==> src/common/bfs_pkg.sv <==
// Constants and types for the fault supervisor and config block
package bfs_pkg;
  // Register byte addresses
  localparam logic [7:0] A_CTRL = 8'h00;
  localparam logic [7:0] A_VOUT = 8'h04;
  localparam logic [7:0] A_CFG = 8'h08;
  localparam logic [7:0] A_STAT = 8'h0c;
  // Control register fields
  localparam int CTRL_HOT_LSB = 0;
  localparam int CTRL_OT_LSB = 8;
  localparam int CTRL_OC_LSB = 16;
  // Config register fields
  localparam int CFG_VC_LSB = 0;
  localparam int CFG_MODE_LSB = 8;
  localparam int CFG_PH_LSB = 12;
  localparam int VC_FREQ_LSB = 4;
  // Reset values and hysteresis, degrees C for temperatures
  localparam logic [7:0] HOT_RST = 8'h6e;
  localparam logic [7:0] OT_RST = 8'h7d;
  localparam logic [8:0] OT_HYS = 9'h00f;
  localparam logic [8:0] OC_RST = 9'h1ff;
  localparam logic [2:0] PH_MAX = 3'h4;
  // Hiccup delay
  localparam int HICCUP_US = 22000;
  localparam int CLK_MHZ = 200;
  localparam int HICCUP_CYC = HICCUP_US * CLK_MHZ;
  localparam int HIC_W = 23;

  typedef enum logic [2:0] {
    ST_OFF,
    ST_RUN,
    ST_HICCUP,
    ST_OV,
    ST_OT
  } bfs_state_t;

  // Strap and nonvolatile inputs
  typedef struct packed {
    logic src_nvm;
    logic [2:0] phase_tied;
    logic [6:0] startup_voltage_hi;
    logic addr_lsb;
    logic [3:0] pmbus_addr;
    logic [3:0] mode;
    logic [2:0] freq;
    logic [7:0] maxload;
    logic [3:0] nvm_freq;
    logic [7:0] nvm_startup_voltage;
    logic [3:0] nvm_mode;
    logic [7:0] nvm_maxload;
  } bfs_straps_t;

  typedef struct packed {
    bfs_state_t st;
    logic uvlo;
    logic pb_latch;
    logic aux3_prev;
    logic [HIC_W-1:0] hic_cnt;
    logic [7:0] hot_thr;
    logic [7:0] ot_thr;
    logic [8:0] oc_thr;
    logic [7:0] vout_cmd;
    logic [7:0] startup;
    logic [7:0] vcfg12;
    logic [3:0] mode;
    logic [2:0] phases;
    logic [3:0] pm_addr;
    logic src_nvm;
    logic [3:0] pwm_hi;
    logic [3:0] pwm_oe_n;
    logic ready;
    logic warn_n;
    logic fault_n;
    logic pready;
    logic pslverr;
    logic [31:0] prdata;
  } bfs_st_t;
endpackage

==> src/bfs_top.sv <==
// Fault supervisor, PWM gating and power-up config latch
// Overview of operation
// - Aux 5 V lockout with hysteresis restart
// - Undervoltage tri-states every PWM output
// - Undervoltage hiccup wait, restart, repeat
// - Tracking overvoltage: ready low, PWM low
// - Tracking check blanked during DAC change
// - Fixed overvoltage latched until enable/aux cycle
// - Pre-bias overvoltage latched until aux cycle
// - Valley limit withholds phase on-pulse
// - Average overcurrent: switches off, hiccup
// - Overtemperature off, restart after hysteresis
// - Hot warning pin low above threshold
// - Hot threshold set only by bus
// - Severe fault pin on listed faults
// - Phase count from tied sense inputs
// - Phase count captured at 3.3 V power-up
// - Config source: straps or nonvolatile
// - Bus address from strap only
// - Latched phases, mode, config byte and overcurrent level overwritable over bus
// - Strap 3-bit, memory 4-bit frequency
// - Startup code: 7 strap bits plus LSB
// - Regulate startup voltage until command
// - Mode bits decoded from mode strap
// - PWM high, low or tri-state
module bfs_top
#(
  parameter int HICCUP_CYCLES = bfs_pkg::HICCUP_CYC
)
(
  // Clock and reset
  input wire logic CORE_CLK,
  input wire logic RESET_N,
  // APB slave
  input wire logic PSEL,
  input wire logic PENABLE,
  input wire logic PWRITE,
  input wire logic [7:0] PADDR,
  input wire logic [31:0] PWDATA,
  output logic PREADY,
  output logic PSLVERR,
  output logic [31:0] PRDATA,
  // Supplies and enable
  input wire logic AUX5V_BELOW_LOW,
  input wire logic AUX5V_ABOVE_HIGH,
  input wire logic AUX3V3_GOOD,
  input wire logic VIN_OK,
  input wire logic ENABLE,
  // Output voltage comparators
  input wire logic UV_TRACK,
  input wire logic OV_TRACK,
  input wire logic OV_FIXED,
  input wire logic OV_PREBIAS,
  input wire logic DAC_CHANGING,
  // Current and temperature
  input wire logic [3:0] VALLEY_OVER,
  input wire logic [7:0] CURRENT_MONITOR_INPUT_CODE,
  input wire logic [7:0] TEMP_CODE,
  input wire logic STAGE_FAULT,
  // Modulator requests
  input wire logic [3:0] PWM_REQ,
  // Straps and memory
  input wire bfs_pkg::bfs_straps_t STRAPS,
  // PWM pins
  output logic [3:0] PWM_HI,
  output logic [3:0] PWM_OE_N,
  // Status pins and settings
  output logic OUTPUT_READY,
  output logic THERMAL_WARN_N,
  output logic SEVERE_FAULT_N,
  output logic [3:0] PMBUS_ADDR,
  output logic [7:0] VOUT_TARGET,
  output logic [3:0] OP_MODE,
  output logic [7:0] VENDOR_CFG12
);
  import bfs_pkg::*;

  localparam logic [HIC_W-1:0] HIC_LAST = HIC_W'(HICCUP_CYCLES - 1);

  bfs_st_t s_reg;
  bfs_st_t s_next;
  logic run_ok;
  logic oc_now;
  logic ot_now;
  logic ot_clear;
  logic ov_trk;
  logic force_low;
  logic latch_cfg;
  logic wr;
  logic [2:0] ph_strap;
  logic [8:0] oc_dflt;
  logic [7:0] maxload;
  logic [3:0] pwm_hi_d;
  logic [3:0] pwm_oe_n_d;

  // Supply qualification
  assign run_ok = !s_reg.uvlo && VIN_OK && ENABLE && !s_reg.pb_latch;
  assign ov_trk = OV_TRACK && !DAC_CHANGING;
  assign oc_now = {1'b0, CURRENT_MONITOR_INPUT_CODE} > s_reg.oc_thr;
  assign ot_now = TEMP_CODE > s_reg.ot_thr;
  assign ot_clear = ({1'b0, TEMP_CODE} + OT_HYS) <= {1'b0, s_reg.ot_thr};
  assign force_low = (s_reg.st == ST_OV) || s_reg.pb_latch;
  assign latch_cfg = AUX3V3_GOOD && !s_reg.aux3_prev;
  assign wr = PSEL && PENABLE && s_reg.pready && PWRITE;

  // Phase count from tied sense inputs
  always_comb
  begin
    if (STRAPS.phase_tied[0])
    begin
      ph_strap = 3'h1;
    end
    else if (STRAPS.phase_tied[1])
    begin
      ph_strap = 3'h2;
    end
    else if (STRAPS.phase_tied[2])
    begin
      ph_strap = 3'h3;
    end
    else
    begin
      ph_strap = PH_MAX;
    end
  end

  // Default overcurrent level is 1.25 times max load
  assign maxload = STRAPS.src_nvm ? STRAPS.nvm_maxload : STRAPS.maxload;
  assign oc_dflt = {1'b0, maxload} + {3'h0, maxload[7:2]};

  // Per-phase PWM drive
  genvar gi;
  generate
    for (gi = 0; gi < 4; gi++)
    begin : g_ph
      logic ph_on;
      assign ph_on = (3'(gi) < s_reg.phases) && (s_reg.st == ST_RUN);
      always_comb
      begin
        if (force_low)
        begin
          pwm_hi_d[gi] = 1'b0;
          pwm_oe_n_d[gi] = 1'b0;
        end
        else if (ph_on)
        begin
          pwm_hi_d[gi] = PWM_REQ[gi] && !VALLEY_OVER[gi];
          pwm_oe_n_d[gi] = 1'b0;
        end
        else
        begin
          pwm_hi_d[gi] = 1'b0;
          pwm_oe_n_d[gi] = 1'b1;
        end
      end
    end
  endgenerate

  // Next-state logic
  always_comb
  begin
    s_next = s_reg;
    s_next.aux3_prev = AUX3V3_GOOD;
    // Aux 5 V lockout
    if (AUX5V_BELOW_LOW)
    begin
      s_next.uvlo = 1'b1;
    end
    else if (AUX5V_ABOVE_HIGH && VIN_OK && ENABLE)
    begin
      s_next.uvlo = 1'b0;
    end
    // Pre-bias latch, a new detection beats the aux clear
    if (!ENABLE && OV_PREBIAS)
    begin
      s_next.pb_latch = 1'b1;
    end
    else if (AUX5V_BELOW_LOW)
    begin
      s_next.pb_latch = 1'b0;
    end
    // Protection sequencer
    case (s_reg.st)
      ST_OFF:
      begin
        if (run_ok)
        begin
          s_next.st = ST_RUN;
        end
      end
      ST_RUN:
      begin
        if (!run_ok)
        begin
          s_next.st = ST_OFF;
        end
        else if (OV_FIXED || ov_trk)
        begin
          s_next.st = ST_OV;
        end
        else if (ot_now)
        begin
          s_next.st = ST_OT;
        end
        else if (oc_now || UV_TRACK)
        begin
          s_next.st = ST_HICCUP;
          s_next.hic_cnt = '0;
        end
      end
      ST_HICCUP:
      begin
        if (!run_ok)
        begin
          s_next.st = ST_OFF;
        end
        else if (s_reg.hic_cnt != HIC_LAST)
        begin
          s_next.hic_cnt = s_reg.hic_cnt + 1'b1;
        end
        else if (!oc_now)
        begin
          s_next.st = ST_RUN;
          s_next.vout_cmd = s_reg.startup;
        end
      end
      ST_OV:
      begin
        if (!ENABLE || s_reg.uvlo)
        begin
          s_next.st = ST_OFF;
        end
      end
      ST_OT:
      begin
        if (!run_ok)
        begin
          s_next.st = ST_OFF;
        end
        else if (ot_clear)
        begin
          s_next.st = ST_RUN;
          s_next.vout_cmd = s_reg.startup;
        end
      end
      default:
      begin
        s_next.st = ST_OFF;
      end
    endcase
    // Bus writes
    if (wr)
    begin
      case (PADDR)
        A_CTRL:
        begin
          s_next.hot_thr = PWDATA[CTRL_HOT_LSB +: 8];
          s_next.ot_thr = PWDATA[CTRL_OT_LSB +: 8];
          s_next.oc_thr = PWDATA[CTRL_OC_LSB +: 9];
        end
        A_VOUT:
        begin
          s_next.vout_cmd = PWDATA[7:0];
        end
        A_CFG:
        begin
          s_next.vcfg12 = PWDATA[CFG_VC_LSB +: 8];
          s_next.mode = PWDATA[CFG_MODE_LSB +: 4];
          s_next.phases = PWDATA[CFG_PH_LSB +: 3];
        end
        default:
        begin
        end
      endcase
    end
    // Power-up config capture
    if (latch_cfg)
    begin
      s_next.src_nvm = STRAPS.src_nvm;
      s_next.phases = ph_strap;
      s_next.pm_addr = STRAPS.pmbus_addr;
      s_next.oc_thr = oc_dflt;
      if (STRAPS.src_nvm)
      begin
        s_next.vcfg12 = {STRAPS.nvm_freq, 4'h0};
        s_next.startup = STRAPS.nvm_startup_voltage;
        s_next.mode = STRAPS.nvm_mode;
      end
      else
      begin
        s_next.vcfg12 = 8'(STRAPS.freq) << VC_FREQ_LSB;
        s_next.startup = {STRAPS.startup_voltage_hi, STRAPS.addr_lsb};
        s_next.mode = STRAPS.mode;
      end
      s_next.vout_cmd = s_next.startup;
    end
    // Pins
    s_next.pwm_hi = pwm_hi_d;
    s_next.pwm_oe_n = pwm_oe_n_d;
    s_next.ready = (s_reg.st == ST_RUN) && !ov_trk && !OV_FIXED;
    s_next.warn_n = !(TEMP_CODE > s_reg.hot_thr);
    s_next.fault_n = !(oc_now || ot_now || STAGE_FAULT || force_low
                       || OV_FIXED || ov_trk);
    // Bus answer, zero wait states
    s_next.pready = PSEL && !PENABLE;
    s_next.pslverr = 1'b0;
    s_next.prdata = '0;
    if (PSEL && !PENABLE)
    begin
      case (PADDR)
        A_CTRL:
        begin
          s_next.prdata = {7'h0, s_reg.oc_thr, s_reg.ot_thr, s_reg.hot_thr};
        end
        A_VOUT:
        begin
          s_next.prdata = {24'h0, s_reg.vout_cmd};
        end
        A_CFG:
        begin
          s_next.prdata = {17'h0, s_reg.phases, s_reg.mode, s_reg.vcfg12};
        end
        A_STAT:
        begin
          s_next.prdata = {10'h0, s_reg.startup, s_reg.pm_addr, 1'b0,
                           s_reg.src_nvm, !s_reg.fault_n, !s_reg.warn_n,
                           s_reg.ready, s_reg.pb_latch, s_reg.uvlo, s_reg.st};
        end
        default:
        begin
          s_next.pslverr = 1'b1;
        end
      endcase
    end
  end

  // State register
  always_ff @(posedge CORE_CLK)
  begin
    if (!RESET_N)
    begin
      s_reg <= '0;
      s_reg.st <= ST_OFF;
      s_reg.uvlo <= 1'b1;
      s_reg.hot_thr <= HOT_RST;
      s_reg.ot_thr <= OT_RST;
      s_reg.oc_thr <= OC_RST;
      s_reg.phases <= PH_MAX;
      s_reg.pwm_oe_n <= 4'hf;
      s_reg.warn_n <= 1'b1;
      s_reg.fault_n <= 1'b1;
    end
    else
    begin
      s_reg <= s_next;
    end
  end

  // Outputs straight from the state register
  assign PREADY = s_reg.pready;
  assign PSLVERR = s_reg.pslverr;
  assign PRDATA = s_reg.prdata;
  assign PWM_HI = s_reg.pwm_hi;
  assign PWM_OE_N = s_reg.pwm_oe_n;
  assign OUTPUT_READY = s_reg.ready;
  assign THERMAL_WARN_N = s_reg.warn_n;
  assign SEVERE_FAULT_N = s_reg.fault_n;
  assign PMBUS_ADDR = s_reg.pm_addr;
  assign VOUT_TARGET = s_reg.vout_cmd;
  assign OP_MODE = s_reg.mode;
  assign VENDOR_CFG12 = s_reg.vcfg12;
endmodule

==> config.mk <==
export PLATFORM = sky130hd
export DESIGN_NAME = bfs_top
export DESIGN_NICKNAME = d
export VERILOG_FILES = /design/src/common/bfs_pkg.sv /design/src/bfs_top.sv
export SDC_FILE = /design/constraint.sdc
export NUM_CORES = 1
export LEC_CHECK = 0
export BUFFER_PORTS_ARGS = -buffer_cell sky130_fd_sc_hd__buf_2
export CORE_ASPECT_RATIO = 0.9
export CORE_MARGIN = 3
export CORE_UTILIZATION = 53
export CTS_CLUSTER_DIAMETER = 30
export CTS_CLUSTER_SIZE = 8
export DETAILED_ROUTE_END_ITERATION = 8
export PLACE_DENSITY_LB_ADDON = 0.08
export SLEW_MARGIN = 25
export SYNTH_ARGS = -nofsm -noshare
export SYNTH_HDL_FRONTEND = slang
export SYNTH_SLANG_ARGS = --single-unit
==> constraint.sdc <==
create_clock -name CORE_CLK -period 4 [get_ports CORE_CLK]
set_input_delay 0.4 -clock CORE_CLK [delete_from_list [all_inputs] [get_ports CORE_CLK]]
set_output_delay 0.4 -clock CORE_CLK [all_outputs]
set_load 0.01 [all_outputs]
After elaboration in Yosys (flattened, before gate mapping)
Cells that the tools add are included.

storage, ports and cells
  bits in registers = 135
  output and inout port bits = 69
  word-level logic and storage cells = 176

operators by class
  $add $sub $neg = 3
  magnitude comparators = 8
  eq/ne operators = 20
  muxes and demuxes = 48
  bitwise logic cells = 5
  reductions and logical operators = 66

operator list
  cell                   count
  $mux 23                6
  $pmux 25 s4            1
  $mux 8                 7
  $pmux 23 s2            1
  $mux 45                1
  $mux 3                 14
  $mux 15                2
  $add 23x1->23 const B  1
  $ne 23x23->1 const B   1
  $logic_and 1x1->1      22
  $mux 20                1
  $mux 17                1
  $eq 8x4->1 const B     2
  $gt 8x8->1             2
  $logic_not 1->1        16
  $pmux 8 s2             1
  $pmux 3 s5             1
  $ne 2x2->1 const B     7
  $reduce_or 3->1        4
  $mux 1                 11
  $reduce_bool 2->1      5
  $add 8x4->9 const B    1
  $add 8x6->9            1
  $gt 8x9->1             1
  20 further kinds       40

Logic depth before layout (Yosys ltp)
Gate-level depths: netlist of the first run.

  depth in word-level cells = 9
  gate-level depth with buffers = 13
  mapped depth without buffers = 13

Worst setup path before layout of the first run
OpenSTA, ideal clock, no wires.

  path type = input-to-reg
  start = input STRAPS[54] (netlist bit)
  end = register s_reg[87] (netlist bit)
  data arrival time = 2806 ps
  data required time = 3885 ps
  setup slack = 1080 ps
  cell stages on the path = 13
  path through = clkbuf_1 buf_1 mux2_2 ha_1 inv_1 fa_1 inv_1 a21oi_1 o21bai_1 a21o_1 a21o_1 xnor2_1 o21a_1

between the ends
  word-level cells in the longest chain between the ends = 3

RTL lines
  element               line            source
  from (decl)           bfs_top.sv:63   input wire bfs_pkg::bfs_straps_t STRAPS,
  $mux 8                bfs_top.sv:128  assign maxload = STRAPS.src_nvm ? STRAPS.nvm_maxload : STRAPS.maxload;
  $add 8x6->9           bfs_top.sv:129  assign oc_dflt = {1'b0, maxload} + {3'h0, maxload[7:2]};
  $mux 45               bfs_top.sv:277  if (latch_cfg)
  to (signal assigned)  bfs_top.sv:355  s_reg <= s_next;
  to (decl)             bfs_top.sv:80   bfs_st_t s_reg;

Every way passes these cells.
A chain may end at the register's enable or synchronous reset.

Final worst setup path of the first run
  start = register s_reg[133] (netlist bit)
  end = register s_reg[123] (netlist bit)

between the ends
  word-level cells in the longest chain between the ends = 3

RTL lines
  element                                                           line            source
  $eq 3x2->1 / $eq 3x1->1 (equally long branches)                   bfs_top.sv:183  case (s_reg.st)
  $ne 2x2->1 (no line) / $reduce_bool 2->1 (equally long branches)  --
  $reduce_and 7->1 (no line)                                        --

Several ways; a longest one is shown, not always the timed one.

==> metrics, run 1 <==
status=complete, no violations; Setup TNS=0 ns; share of the yosys chip area belonging to registers=34.61%; Static Leakage=0.003897 uW; Synth area leaders=dfxtp_1, buf_4, ha_1, mux2i_1, nand2_1; fmax=0.3501 GHz; XOR/XNOR Fraction of Synth Area=2.366%; Setup crit start kind=register; via count=6,551; # diodes=0; Setup CP Type=reg -> reg; clk_lat worst skew=0.43 ns; CTS resizes=0; root buffer cell=clkbuf_16; dpl cell area=8011 um^2; Hold WC Path Type=in -> reg; Critical R2R Launch=s_reg[133]; layout cell share with drive strength beyond 1=26.26%; final hold vios=0; Congestion Overflow GR=0; most common library cells after synthesis=dfxtp_1, nand2_1, nor2_1, buf_4, a21oi_1; count leader, synth=dfxtp_1; Global Route Usage Sum=26.45%; largest area contributor in the netlist=dfxtp_1; Die W=130.6 um; Post-Syn Area per Cell=8.629 um^2; Final nets=1,153; post-route ant nets=0; largest family of logic cells by synthesized area=simple AND/OR/NAND/NOR gates; initial antenna violation count=0; first-pass GRT wire length=31.73 mm; Iter 0 DRT Violations=435; CP endpoint=s_reg[123]; worst setup path start=s_reg[133]; asr flop ratio synth=0%; Synth Area in Adders=7.166%; power per cell area=403.9 nW/um^2; DP Wirelength=15.16 mm; via-per-instance ratio=5.657; Rows=40; Clk pin slew, worst setup/hold paths=0.06 ns; Post-synth EDFFs=0; RSZ-0062 raised after global routing=no; Critical Path End Type=register; DIE AREA=15,420 um^2; clock skew=0.009360 ns; critical-path cell list=nor3b_4 -> nand2_2 -> a21o_1 -> a21o_1 -> o21ai_2 -> buf_4 -> a21oi_1; Mapped Area=7403 um^2; wirelength, routed=20.28 mm; fillers=1,229; largest net degree at the start of global routing=48; core area=13,510 um^2; remaining routing DRC violations=0; CP Max Fanout=19; Max-cap violations=0; vias in the first global route=6,026; Reg2Reg Depth=7; Synth cell types=70; CTS tree=yes; die extent in y=118.1 um; Post-Synth Simple-Gate Area=19.00%; Sink Count=128; setup violators final=0; Synth Area in Compound Gates=17.98%; worst path arrival time=3.16 ns; required time worst endpoint=4.30 ns; Slowest-stage cell, CP=dfxtp_1; final estimated routing congestion in global placement=0.8582; cell mode on critical path=a21o_1; total I/O pin count=204; Bufs on Longest Clock Path=2; max reg flops=66; mux contribution to synthesized area=7.588%; register bit total from synthesis=128; postcts setup bufs=0; wire per inst=17.51 um; Tcrit/Tclk final=71.41%; cts bufs inserted=17; Peak VDD IR=0.0003331 V; Slew headroom=44.14%; Mapped Cells=858; Tmin final=2.856 ns; FF-to-FF End=s_reg[123]; reg2reg setup slack=1.14 ns; Area Overhead vs Synth=16.51%; area share of the largest cell type after synthesis=34.61%; max-slew violation count=0; H-tree Lvls=4; YS warnings=0; DRT Pass-1 Iters=6; Finished Cell Area=8626 um^2; I/O Buffers=189; Slew @ Worst Pin=0.8315 ns; Initial Util=54.79%; top_reg_cell synth=dfxtp_1; # hold bufs at CTS=0; CP peak stage delay=0.55 ns
## power by group
| group | leakage, uW | internal, uW | switching, uW |
|---|---|---|---|
| logic | 0.00256 | 224 | 272 |
| registers | 0.00104 | 1330 | 57.4 |
| clock network | 0.000293 | 1010 | 588 |
## final cells by class
class | instances | area (um^2) | share of cell area, %
Sequential cell | 128 | 2562 | 29.71
Timing Repair Buffer | 200 | 1028 | 11.92
Clock buffer | 20 | 456.7 | 5.294
Tap cell | 168 | 210.2 | 2.437
Clock inverter | 12 | 157.7 | 1.828
Multi-Input combinational cell | 587 | 4049 | 46.94
Inverter | 43 | 161.4 | 1.871
## critical path, delay by kind of cell (launching register included)
family | cells | cell delay (ns)
flops | 1 | 0.55
simple gates | 2 | 0.54
compound gates | 4 | 1.35
buf+inv | 1 | 0.28
## stage by stage
stage	power (uW)	cells	setup WS, ns	hold slack (ns)	utilization, %
final	3484	1158	1.144	0.1357	63.83
after global routing	3622	1158	0.8603	0.1293	63.83
after CTS	3496	1158	1.102	0.1272	63.83
after detailed placement	1905	1126	0.8136	0.4476	59.29
after global placement	1901	1126	0.8657	0.4434	59.29
after floorplan	1752	864	1.080	0.4363	-
## placed cells by master (no fill, tap or decap), drive strengths merged, types with 20 or more instances in the layout
cell,instances
nand3,21
ha,40
nand2,87
a21oi,61
inv,44
buf,200
a211oi,23
dfxtp,128
mux2i,37
nor2,71
clkbuf,20
o21ai,26
## routing by layer
metal / share of wire [%] / vias to the layer above / global-route usage, %
met5: 0 / - / 0
met3: 7.4 / 27 / 5.672
li1: - / 3240 / -
met4: 1.7 / 0 / 8.612
met1: 47 / 3047 / 38.00
met2: 44 / 237 / 39.35
## worst min-delay path by stage
stage              startpoint          to  slack (ns)  cells after the start
2_1_floorplan      s_reg[105]  s_reg[105]        0.44                      2
5_1_grt        VALLEY_OVER[0]   PWM_HI[0]        0.13                      2
3_5_place_dp        s_reg[45]   s_reg[45]        0.45                      2
3_3_place_gp        s_reg[45]   s_reg[45]        0.44                      2
6_report       VALLEY_OVER[0]   PWM_HI[0]        0.14                      2
4_1_cts        VALLEY_OVER[0]   PWM_HI[0]        0.13                      2
## cell families (layout without fill, tap and decap cells)
kind of cell / Yosys count / in the layout
simple gates: 276 / 276
compound gates: 194 / 194
buf+inv: 149 / 275
flops: 128 / 128
mux: 48 / 48
fa+ha+maj: 42 / 42
xor+xnor: 20 / 20
other cells: 1 / 7
Power figures use the tool's default switching activity.
==> inputs of run 2 (changes only) <==
--- a/config.mk
+++ b/config.mk
@@ -5,10 +5,11 @@
 export SDC_FILE = /design/constraint.sdc
 export NUM_CORES = 1
 export LEC_CHECK = 0
+export ABC_AREA = 1
 export BUFFER_PORTS_ARGS = -buffer_cell sky130_fd_sc_hd__buf_2
 export CORE_ASPECT_RATIO = 0.9
 export CORE_MARGIN = 3
-export CORE_UTILIZATION = 53
+export CORE_UTILIZATION = 49
 export CTS_CLUSTER_DIAMETER = 30
 export CTS_CLUSTER_SIZE = 8
 export DETAILED_ROUTE_END_ITERATION = 8
==> constraint.sdc (replaced) <==
create_clock -name CORE_CLK -period 2.4 [get_ports CORE_CLK]
set_input_delay 0.24 -clock CORE_CLK [delete_from_list [all_inputs] [get_ports CORE_CLK]]
set_output_delay 0.24 -clock CORE_CLK [all_outputs]
set_load 0.01 [all_outputs]
==> metrics, run 2 <==
YS warnings=0; DIE AREA=18,190 um^2; H-tree Lvls=4; clock skew=0.006724 ns; cts bufs inserted=17; wirelength, routed=24.71 mm; Synth Area in Adders=6.396%; FF-to-FF End=s_reg[108]; RSZ-0062 raised after global routing=no; Final nets=1,550; mux contribution to synthesized area=0%; Int Power=4456 uW; Tmin final=2.193 ns; remaining routing DRC violations=0; gr busiest metal=met2; Critical R2R Launch=s_reg[97]; Synth area leaders=dfxtp_1, nand2_1, inv_1, ha_1, buf_4; Tcrit/Tclk final=91.37%; Global Route Usage Sum=27.31%; Sink Count=128; Multi-input gate area=4355 um^2; Synth cell types=51; Bufs on Longest Clock Path=2; XOR/XNOR Fraction of Synth Area=2.045%; vias in the first global route=7,567; count leader, synth=nand2_1; Clk pin slew, worst setup/hold paths=0.06 ns; Synth Area in Compound Gates=14.71%; area share of the largest cell type after synthesis=31.49%; Static Leakage=0.004795 uW; max reg flops=66; largest net degree at the start of global routing=51; Initial Util=50.28%; dpl cell area=9044 um^2; Sw Share=30.50%; power per cell area=663.0 nW/um^2; root buffer cell=clkbuf_16; fillers=1,591; sequential group share of total power=36.6%; Critical Path End Type=register; asr flop ratio synth=0%; max-slew violation count=0; Finished Cell Area=9671 um^2; Post-Syn Area per Cell=6.649 um^2; Die W=141.8 um; initial antenna violation count=1; reg2reg setup slack=0.21 ns; fmax=0.4560 GHz; grt met1 use=39.64%; status=complete, no violations; Hold Path Depth=3; Clock power frac=41.7%; Slew headroom=45.89%; worst path arrival time=2.50 ns; Setup crit start kind=register; setup violators final=0; Area Overhead vs Synth=18.83%; HP Start=AUX3V3_GOOD; clk_lat worst skew=0.42 ns; CTS tree=yes; first-pass GRT wire length=39.54 mm; Peak VDD IR=0.0004897 V; Core Util, Final=59.75%; via count=8,448; Hold WC Path Type=in -> reg; Post-Synth Simple-Gate Area=29.80%; DP Wirelength=19.03 mm; Rows=44; I/O Buffers=189; die extent in y=128.3 um; Iter 0 DRT Violations=768; most common library cells after synthesis=nand2_1, inv_1, dfxtp_1, nor2_1, a21oi_1; switching component of the power=1956 uW; largest area contributor in the netlist=dfxtp_1; largest family of logic cells by synthesized area=simple AND/OR/NAND/NOR gates; Slew @ Worst Pin=0.8031 ns; Mapped Area=8138 um^2; post-route ant nets=0; Min-Delay Endpoint=s_reg[129]; final hold vios=0; layout cell share with drive strength beyond 1=21.63%; Max-cap violations=0; DRT Pass-1 Iters=8; Gate power share=21.7%; core area=16,190 um^2; Setup CP Type=reg -> reg; M3 GR Usage=5.595%; via-per-instance ratio=5.297; commonest cells after routing, fill and taps aside=nand2_1, buf_2, inv_1; CP Max Fanout=8; total I/O pin count=204; most common cell after layout, fill and taps aside=nand2_1; top_reg_cell synth=dfxtp_1; Post-synth EDFFs=0; grt met2 use=41.02%; Mapped Cells=1,224; Storage cell area=2562 um^2; final estimated routing congestion in global placement=0.9237; register bit total from synthesis=128; wire per inst=15.49 um; Reg2Reg Depth=15; Congestion Overflow GR=0; share of the yosys chip area belonging to registers=31.49%; required time worst endpoint=2.70 ns
run 2: worst max-delay path by stage:
stage / to / cells after the start / from / slack [ns]
finish: s_reg[108] / 15 / s_reg[97] / 0.21
global route: s_reg[118] / 15 / s_reg[86] / 0.008
CTS: s_reg[108] / 15 / s_reg[86] / 0.10
detailed placement: VOUT_TARGET[7] / 19 / TEMP_CODE[0] / -0.10
global placement: VOUT_TARGET[0] / 19 / TEMP_CODE[0] / -0.05
floorplan: s_reg[87] / 20 / STRAPS[54] / 0.08
run 2: kinds of logic after synthesis:
kind of cell | after synthesis
compound gates | 212
flops | 128
buf+inv | 266
simple gates | 557
other cells | 1
xor+xnor | 19
fa+ha+maj | 41
run 2: routing by layer:
metal	part of all wire, %	vias to the layer above	routed length (um)
li1	-	4222	-
met1	46	3788	11420
met2	42	397	10490
met3	9.4	41	2313
met4	1.9	0	481
met5	0	-	0
run 2: per-stage QoR:
stage | TNS (ns) | power, uW | hold slack (ns) | worst slack (ns) | cells
after CTS | 0 | 6428 | 0.01378 | 0.1011 | 1594
after global placement | -0.3242 | 3749 | 0.4371 | -0.04761 | 1562
after floorplan | 0 | 3313 | 0.3335 | 0.08401 | 1230
final | 0 | 6412 | 0.02437 | 0.2070 | 1595
after global routing | 0 | 6730 | 0.02913 | 0.007997 | 1595
after detailed placement | -0.6737 | 3761 | 0.4523 | -0.1041 | 1562
run 2: worst max-delay path, cell delays in order, from the launching register on:
cell and delay [ns]:
dfxtp_1 0.33, inv_1 0.09, ha_1 0.31, nand2_1 0.07, nor2_1 0.13, nand2_1 0.07
nand3_1 0.14, nand2_1 0.10, nand2_1 0.11, nand2_1 0.11, nand2_4 0.15, inv_2 0.08
buf_4 0.16, nand2_1 0.05, nand2_1 0.04, nor3b_2 0.14
run 2: power groups by stage:
stage                     sequential, uW  combinational (uW)  clock, uW
after global routing                2350                1580       2800
after floorplan                     2350                 958          0
final                               2350                1390       2680
after CTS                           2340                1380       2710
after detailed placement            2390                1370          0
after global placement              2380                1360          0
run 2: cell type report:
cell class,count,share of cell area (%)
Clock buffer,23,4.942
Tap cell,207,2.678
Multi-Input combinational cell,836,45.04
Sequential cell,128,26.50
Inverter,158,6.133
Clock inverter,9,1.359
Timing Repair Buffer,233,13.33
Antenna cell,1,0.02588
run 2: repair_timing:
action	in CTS	in global routing
setup endpoints to repair	0	31
hold buffers	0	0
endpoints found under the hold margin	0	0
setup buffers	0	0
gates resized for setup	0	4
